[src/hdl/stpc_pkg.sv]
// Shared constants for the standard timer pulse and capture block
package stpc_pkg;
  // Register byte offsets
  localparam logic [7:0] OFS_CTRL0 = 8'h00;
  localparam logic [7:0] OFS_CTRL1 = 8'h04;
  localparam logic [7:0] OFS_CMPA = 8'h08;
  localparam logic [7:0] OFS_CMPP = 8'h0C;
  localparam logic [7:0] OFS_COUNT = 8'h10;
  localparam logic [7:0] OFS_FLAGS = 8'h14;
  // Field positions
  localparam int RUN_BIT = 0;
  localparam int MODE_LO = 6;
  localparam int PIN_LO = 4;
  localparam int OC_BIT = 3;
  localparam int POL_BIT = 2;
  localparam int DPX_BIT = 1;
  localparam int CCLR_BIT = 0;
  localparam int FLAG_A_BIT = 0;
  localparam int FLAG_P_BIT = 1;
  // Reset values and counter step
  localparam logic [7:0] RST_CTRL1 = 8'h00;
  localparam logic [15:0] RST_CMPA = 16'h0000;
  localparam logic [7:0] RST_CMPP = 8'h00;
  localparam logic [15:0] RST_COUNT = 16'h0000;
  localparam logic [15:0] CNT_STEP = 16'h0001;
  // Operating modes
  typedef enum logic [1:0] {
    STPC_CMP = 2'h0,
    STPC_CAP = 2'h1,
    STPC_PWM = 2'h2,
    STPC_TMR = 2'h3
  } stpc_mode_e;
  // Pin function codes
  localparam logic [1:0] PIN_CAP_RISE = 2'h0;
  localparam logic [1:0] PIN_CAP_FALL = 2'h1;
  localparam logic [1:0] PIN_CAP_BOTH = 2'h2;
  localparam logic [1:0] PIN_CAP_OFF = 2'h3;
  localparam logic [1:0] PIN_PWM_INACT = 2'h0;
  localparam logic [1:0] PIN_PWM_ACT = 2'h1;
  localparam logic [1:0] PIN_PWM_OUT = 2'h2;
  localparam logic [1:0] PIN_SINGLE = 2'h3;
  localparam logic [1:0] PIN_CMP_LOW = 2'h1;
  localparam logic [1:0] PIN_CMP_HIGH = 2'h2;
  localparam logic [1:0] PIN_CMP_TOGGLE = 2'h3;
endpackage

[src/hdl/stpc_edge.sv]
// Edge detector for a pin that is already synchronous to the clock
`timescale 1ns/100ps
module stpc_edge (
  input wire logic clk,     // Timer clock
  input wire logic rst_n,   // Asynchronous reset, active low
  input wire logic pin,     // Sampled pin level
  output logic rise,        // One-cycle pulse on low to high
  output logic fall         // One-cycle pulse on high to low
);
  logic prev_r;

  // Previous level; resets low so a pin high at reset counts as a rise
  always_ff @(posedge clk or negedge rst_n) begin
    if (!rst_n) begin
      prev_r <= 1'b0;
    end else begin
      prev_r <= pin;
    end
  end

  // Edge pulses
  assign rise = pin && !prev_r;
  assign fall = !pin && prev_r;
endmodule

[src/hdl/stpc_timer.sv]
// Standard timer: single pulse, capture and PWM modes behind AHB-Lite
// Notes on behaviour
// - PWM: each counter clear bounds one period
// - PWM generation runs under forced pin codes
// - PWM ignores the clear source select
// - Pulse starts by software or external edge
// - Run rise starts counter and pulse together
// - Run clear or A match ends pulse
// - Single pulse A match raises interrupt
// - Counter zeroed only on run rise
// - Single pulse ignores P, clear, swap
// - Capture counter starts on run rise
// - Active edge copies counter to A, interrupts
// - Capture counter free runs until run falls
// - Capture P match clears counter
// - Capture P match raises interrupt
// - Pin code 11 blocks capture only
// - P value zero gives full count
// - Capture mode has no output function
// - P compares upper byte, 256-clock steps
// - Sixteen-bit counter wraps after FFFF
//
// Added by the designer: the address map and the AHB-Lite register port.
`timescale 1ns/100ps
module stpc_timer (
  input wire logic hclk,               // Bus and timer clock
  input wire logic hresetn,            // Asynchronous reset, active low
  input wire logic hsel,               // Slave select
  input wire logic [31:0] haddr,       // Byte address
  input wire logic [1:0] htrans,       // Transfer type
  input wire logic hwrite,             // Write when high
  input wire logic [2:0] hsize,        // Word transfers only
  input wire logic [31:0] hwdata,      // Write data
  input wire logic hready,             // Bus ready
  output logic hreadyout,              // Always ready
  output logic hresp,                  // Always OKAY
  output logic [31:0] hrdata,          // Read data
  input wire logic ext_clock_pin,      // External trigger pin
  input wire logic capture_input_pin,  // Capture input pin
  output logic timer_out,              // Timer output pin
  output logic timer_irq               // Timer interrupt request
);
  logic wr_pend_r;
  logic [7:0] waddr_r;
  logic run_r;
  logic [7:0] ctrl1_r;
  logic [15:0] cmpa_r;
  logic [7:0] cmpp_r;
  logic [15:0] cnt_r;
  logic flag_a_r;
  logic flag_p_r;
  logic cmp_raw_r;
  logic out_r;
  logic irq_r;
  logic [31:0] hrdata_r;
  wire ext_rise;
  wire cap_rise;
  wire cap_fall;

  // Offset match, shared by write and read decoding
  function automatic logic hit(input logic [7:0] a, input logic [7:0] o);
    return a == o;
  endfunction

  stpc_edge u_ext (
    .clk(hclk),
    .rst_n(hresetn),
    .pin(ext_clock_pin),
    .rise(ext_rise),
    .fall()
  );

  stpc_edge u_cap (
    .clk(hclk),
    .rst_n(hresetn),
    .pin(capture_input_pin),
    .rise(cap_rise),
    .fall(cap_fall)
  );

  // Address phase capture; zero wait states so no stall logic
  wire addr_ok = hsel && hready && htrans[1];
  always_ff @(posedge hclk or negedge hresetn) begin
    if (!hresetn) begin
      wr_pend_r <= 1'b0;
      waddr_r <= 8'h00;
    end else begin
      wr_pend_r <= addr_ok && hwrite;
      waddr_r <= addr_ok ? haddr[7:0] : waddr_r;
    end
  end

  // Write decode in the data phase
  wire wr_ctrl0 = wr_pend_r && hit(waddr_r, stpc_pkg::OFS_CTRL0);
  wire wr_ctrl1 = wr_pend_r && hit(waddr_r, stpc_pkg::OFS_CTRL1);
  wire wr_cmpa = wr_pend_r && hit(waddr_r, stpc_pkg::OFS_CMPA);
  wire wr_cmpp = wr_pend_r && hit(waddr_r, stpc_pkg::OFS_CMPP);
  wire wr_flags = wr_pend_r && hit(waddr_r, stpc_pkg::OFS_FLAGS);

  // Mode decode
  wire [1:0] mode = ctrl1_r[stpc_pkg::MODE_LO +: 2];
  wire [1:0] pinfn = ctrl1_r[stpc_pkg::PIN_LO +: 2];
  wire oc = ctrl1_r[stpc_pkg::OC_BIT];
  wire pol = ctrl1_r[stpc_pkg::POL_BIT];
  wire dpx = ctrl1_r[stpc_pkg::DPX_BIT];
  wire cclr = ctrl1_r[stpc_pkg::CCLR_BIT];
  wire is_cap = mode == stpc_pkg::STPC_CAP;
  wire is_pw = mode == stpc_pkg::STPC_PWM;
  wire is_sp = is_pw && pinfn == stpc_pkg::PIN_SINGLE;
  wire is_pwm = is_pw && !is_sp;
  wire is_cmp = mode == stpc_pkg::STPC_CMP || mode == stpc_pkg::STPC_TMR;
  wire act = oc ^ pol;  // Active pin level

  // Comparators; P looks at the upper byte only, so zero means FFFF
  wire [15:0] p_end = {cmpp_r, 8'h00} - stpc_pkg::CNT_STEP;
  wire p_hit = run_r && cnt_r == p_end;
  wire a_hit = run_r && cnt_r == cmpa_r;
  wire a_per = run_r && cnt_r == cmpa_r - stpc_pkg::CNT_STEP;

  // PWM runs for pin codes 00 to 10, code 11 gives single pulse; swap picks period source
  wire pwm_wrap = dpx ? a_per : p_hit;
  wire pwm_duty_p = cmpp_r == 8'h00 || cnt_r[15:8] < cmpp_r;
  wire pwm_lvl = dpx ? pwm_duty_p : cnt_r < cmpa_r;

  // Capture edge select; code 11 blocks capture only
  wire cap_edge = (pinfn == stpc_pkg::PIN_CAP_RISE && cap_rise)
               || (pinfn == stpc_pkg::PIN_CAP_FALL && cap_fall)
               || (pinfn == stpc_pkg::PIN_CAP_BOTH && (cap_rise || cap_fall));
  wire cap_ev = is_cap && cap_edge;

  // Run bit: hardware set beats hardware clear beats software
  wire run_nxt = (is_sp && ext_rise) ? 1'b1
               : (is_sp && a_hit) ? 1'b0
               : wr_ctrl0 ? hwdata[stpc_pkg::RUN_BIT] : run_r;
  wire run_start = run_nxt && !run_r;

  // Clear source; cclr only matters in compare modes
  wire cnt_clr = is_cap ? p_hit : is_pwm ? pwm_wrap : is_sp ? 1'b0
               : (cclr ? a_hit : p_hit);
  wire cnt_hold = !run_r || (is_sp && a_hit);

  // Counter zeroes as run rises or on the clear source, wraps after FFFF
  wire [15:0] cnt_nxt = run_start ? stpc_pkg::RST_COUNT
                      : cnt_hold ? cnt_r
                      : cnt_clr ? stpc_pkg::RST_COUNT : cnt_r + stpc_pkg::CNT_STEP;

  // Capture overwrites a software write in the same cycle
  wire [15:0] cmpa_nxt = cap_ev ? cnt_r : wr_cmpa ? hwdata[15:0] : cmpa_r;
  wire [7:0] ctrl1_nxt = wr_ctrl1 ? hwdata[7:0] : ctrl1_r;
  wire [7:0] cmpp_nxt = wr_cmpp ? hwdata[7:0] : cmpp_r;

  // Flag events; A flag skipped for a zero A value in compare modes
  wire set_a = cap_ev || (!is_cap && a_hit && !(is_cmp && cmpa_r == 16'h0000));
  wire set_p = p_hit && !is_sp && !(is_cmp && cclr);
  wire clr_a = wr_flags && hwdata[stpc_pkg::FLAG_A_BIT];
  wire clr_p = wr_flags && hwdata[stpc_pkg::FLAG_P_BIT];
  wire flag_a_nxt = set_a || (flag_a_r && !clr_a);  // Set wins over clear
  wire flag_p_nxt = set_p || (flag_p_r && !clr_p);

  // Compare mode pin action on an A match; reloads on run rise
  wire cmp_raw_nxt = run_start ? oc
                   : !(is_cmp && a_hit) ? cmp_raw_r
                   : pinfn == stpc_pkg::PIN_CMP_LOW ? 1'b0
                   : pinfn == stpc_pkg::PIN_CMP_HIGH ? 1'b1
                   : pinfn == stpc_pkg::PIN_CMP_TOGGLE ? !cmp_raw_r : cmp_raw_r;

  // Pin level per mode; capture and timer modes leave it low
  wire pwm_pin = pinfn == stpc_pkg::PIN_PWM_INACT ? !act
               : pinfn == stpc_pkg::PIN_PWM_ACT ? act
               : pwm_lvl ? act : !act;
  wire out_nxt = is_sp ? (run_nxt ? act : !act)
               : is_pwm ? pwm_pin
               : mode == stpc_pkg::STPC_CMP ? cmp_raw_nxt ^ pol : 1'b0;

  // Read mux from next values so a read right after a write sees it
  wire [7:0] raddr = haddr[7:0];
  wire [31:0] rd_nxt =
      hit(raddr, stpc_pkg::OFS_CTRL0) ? {31'h0000_0000, run_nxt}
    : hit(raddr, stpc_pkg::OFS_CTRL1) ? {24'h00_0000, ctrl1_nxt}
    : hit(raddr, stpc_pkg::OFS_CMPA) ? {16'h0000, cmpa_nxt}
    : hit(raddr, stpc_pkg::OFS_CMPP) ? {24'h00_0000, cmpp_nxt}
    : hit(raddr, stpc_pkg::OFS_COUNT) ? {16'h0000, cnt_nxt}
    : hit(raddr, stpc_pkg::OFS_FLAGS) ? {30'h0000_0000, flag_p_nxt, flag_a_nxt}
    : 32'h0000_0000;

  // Timer state
  always_ff @(posedge hclk or negedge hresetn) begin
    if (!hresetn) begin
      run_r <= 1'b0;
      ctrl1_r <= stpc_pkg::RST_CTRL1;
      cmpa_r <= stpc_pkg::RST_CMPA;
      cmpp_r <= stpc_pkg::RST_CMPP;
      cnt_r <= stpc_pkg::RST_COUNT;
      cmp_raw_r <= 1'b0;
    end else begin
      run_r <= run_nxt;
      ctrl1_r <= ctrl1_nxt;
      cmpa_r <= cmpa_nxt;
      cmpp_r <= cmpp_nxt;
      cnt_r <= cnt_nxt;
      cmp_raw_r <= cmp_raw_nxt;
    end
  end

  // Flags and registered outputs
  always_ff @(posedge hclk or negedge hresetn) begin
    if (!hresetn) begin
      flag_a_r <= 1'b0;
      flag_p_r <= 1'b0;
      out_r <= 1'b0;
      irq_r <= 1'b0;
      hrdata_r <= 32'h0000_0000;
    end else begin
      flag_a_r <= flag_a_nxt;
      flag_p_r <= flag_p_nxt;
      out_r <= out_nxt;
      irq_r <= flag_a_nxt || flag_p_nxt;
      hrdata_r <= (addr_ok && !hwrite) ? rd_nxt : hrdata_r;
    end
  end

  assign hreadyout = 1'b1;
  assign hresp = 1'b0;
  assign hrdata = hrdata_r;
  assign timer_out = out_r;
  assign timer_irq = irq_r;
endmodule

[config.mk]
export PLATFORM = sky130hd
export DESIGN_NAME = stpc_timer
export DESIGN_NICKNAME = d
export VERILOG_FILES = /design/src/hdl/stpc_pkg.sv /design/src/hdl/stpc_edge.sv /design/src/hdl/stpc_timer.sv
export SDC_FILE = /design/constraint.sdc
export NUM_CORES = 1
export LEC_CHECK = 0
export ABC_AREA = 0
export BUFFER_PORTS_ARGS = -buffer_cell sky130_fd_sc_hd__buf_4
export CORE_MARGIN = 10
export CORE_UTILIZATION = 40
export CTS_BUF_LIST = sky130_fd_sc_hd__clkbuf_4
export DETAILED_ROUTE_END_ITERATION = 16
export GPL_ROUTABILITY_DRIVEN = 0
export GPL_TIMING_DRIVEN = 0
export PLACE_DENSITY = 0.58
export RECOVER_POWER = 100
export SYNTH_ARGS = -nofsm -noshare
export SYNTH_HDL_FRONTEND = slang
export SYNTH_HIERARCHICAL = 1
export SYNTH_SLANG_ARGS = --single-unit
[constraint.sdc]
create_clock -name hclk -period 6.3 [get_ports hclk]
set_input_delay 0.315 -clock hclk [delete_from_list [all_inputs] [get_ports hclk]]
set_output_delay 0.315 -clock hclk [all_outputs]
set_load 0.02 [all_outputs]
==> flow_summary.ini <==
[floorplanning]
start_util_pct = 40.9
num_rows = 43
fp.dieH_microns = 139
die_w_microns = 139
die_area_sq_um = 19400
coreArea_sq_um = 13900
io_pins = 112

[worst_setup_path]
worst-path-max-fanout = 10
critPathKind = reg2reg
worstPathArrival_ns = 5.09
crit_path_end_kind = register
cp-start-kind = register
required_ns = 6.64

[clocking]
cts.sinks = 81
cts_tree = built
cts_buffers = 9
cts_setup_buffers = 0
clk_path_buf_depth = 2
ctsResizeCount = 0
cts.htree.levels = 3
root_buffer = clkbuf_4
clkTransAtPathRegs_ns = 0.14
insertion_delay_ns = 0.47

[sta]
hold_violations = 0
tns_ns = 0
setup_viol = 0
fmax_mhz = 210
finalCritPeriodShare_pct = 75.4
drv_slew = 94
finalWorstSetupSlack_ns = 1.55
clock_skew_ns = 0.0188
rsz0062_at_grt = false
hold_ws_ns = 0.0866
relSlewSlack_pct = -195
tightest_slew_ns = 4.43
timing.final.crit_period_ns = 4.75

[run_status]
failed_checks = max-capacitance violations, max-slew violations
outcome = finished with violations

[drt]
drt_iter0_markers = 326
ant_nets = 0
via_per_inst = 5.61
wl_per_cell_microns = 19.4
first_pass_iters = 4
routed_wl_mm = 17.3
vias = 4991
drc = 0

[place]
io_buffers = 49
place_inst = 871
dp_hpwl_mm = 13.6
dp_slack_ns = 2.55

[yosys]
syn_area_per_cell_sq_um = 9.11
syn_inst = 626
synth_warnings = 6
synth_area_sq_um = 5700

[grt]
grt_pass1_wl_mm = 27.6
grt_pass1_vias = 4951
grt_max_degree = 82
overflow = 0
antenna_found_initial = 1
grt_use_total_pct = 17.5

[pwr]
p_per_area_nw_per_um2 = 229
ir_drop_uv = 100
total_power_uw = 1460
p_leak_uw = 0.00279

[finish]
fin_nets = 810
area_growth_pct = 12.3
drive_gt1_share_pct = 12.6
final_cells = 890

[worst_hold_path]
hold_class = in2reg

[flow_run]
maxCapViolCount = 3
==> cell type report <==
cell class / instances / area (sq um)
sequential: 81 / 2030
fill: 1414 / 7530
clock inverter: 6 / 91.3
tap: 180 / 225
multi-input combinational: 463 / 3210
clock buffer: 10 / 75.1
timing repair buffer: 51 / 313
inverter: 47 / 176
antenna: 1 / 2.50
buffer: 51 / 280
==> sequential cells by signal, indices dropped and copies added (netlist names), 8 cells and up <==
name and cells:
cmpa_r 16, cnt_r 16, hrdata 16, cmpp_r 8, ctrl1_r 8, waddr_r 8
==> path summary, 6_finish.rpt <==
path                             from    endpoint  slack [ns]  cells past startpoint
max                          cnt_r[8]    cnt_r[6]        1.55                     13
min                            hwrite   wr_pend_r        0.09                      3
max reg2reg                  cnt_r[8]    cnt_r[6]        1.55                     13
min reg2reg                hrdata[15]  hrdata[15]        0.51                      2
max in group asynchronous     hresetn   cnt_r[14]        2.43                      1
min in group asynchronous     hresetn  ctrl1_r[7]        1.42                      1
==> placed cells by master (no fill, tap or decap), types with 4 or more instances in the layout <==
cell and n:
xor2_1 15, and2_1 6, a32oi_1 8, a21oi_1 14, nand3_1 16, nor4_1 9, nor2_1 52, conb_1 18
o31ai_1 10, o221ai_1 6, nand4_1 17, nor3b_1 4, clkbuf_1 46, nand3b_1 4, a31oi_1 4, o41ai_1 5
buf_4 46, o21ai_0 32, o21a_1 10, nor3_1 15, mux2i_1 20, a22oi_1 4, nand2b_1 9, dfrtp_1 81
xnor2_1 31, o211ai_1 4, clkbuf_4 12, inv_1 47, ha_1 30, a2bb2oi_1 6, nand2_1 38, nor2b_1 9
a21o_1 4, mux2_2 7
==> metrics by stage <==
| stage | utilization [%] | instance area, sq um |
|---|---|---|
| finish | 45.9 | 6400 |
| global route | 45.9 | 6400 |
| CTS | 46.9 | 6540 |
| detailed placement | 45.6 | 6350 |
| global placement | 45.6 | 6350 |
| floorplan | - | 5760 |
==> report_power, final <==
group | total, uW | internal, uW | switching (uW)
logic | 459 | 187 | 272
registers | 637 | 574 | 63.0
clock network | 368 | 166 | 202
total | 1460 | 927 | 537
==> metal layers <==
metal | vias to the layer above | part of all wire, % | global-route usage (%)
met1 | 2443 | 46 | 23.1
li1 | 2363 | - | -
met5 | - | 0 | 0
met4 | 0 | 1.7 | 6.04
met2 | 165 | 47 | 28.2
met3 | 20 | 5.8 | 2.93
==> worst max-delay path, stage by stage, from the launching register on <==
cell and delay, ns:
dfrtp_1 0.39, clkbuf_1 0.40, inv_1 0.19, ha_1 0.31
nand3b_1 0.15, nor4_1 0.36, o21ai_0 0.14, a2111oi_0 1.43
a211o_1 0.29, a21oi_2 0.04, o21bai_1 0.48, buf_6 0.23
buf_6 0.16, nor2_1 0.06
==> timing repair <==
item / 4_1_cts / 5_1_grt
endpoints found under the setup margin: 0 / 0
hold buffers: 2 / 0
endpoints found under the hold margin: 2 / 0
No activity file was read; power rests on OpenSTA's default activity.
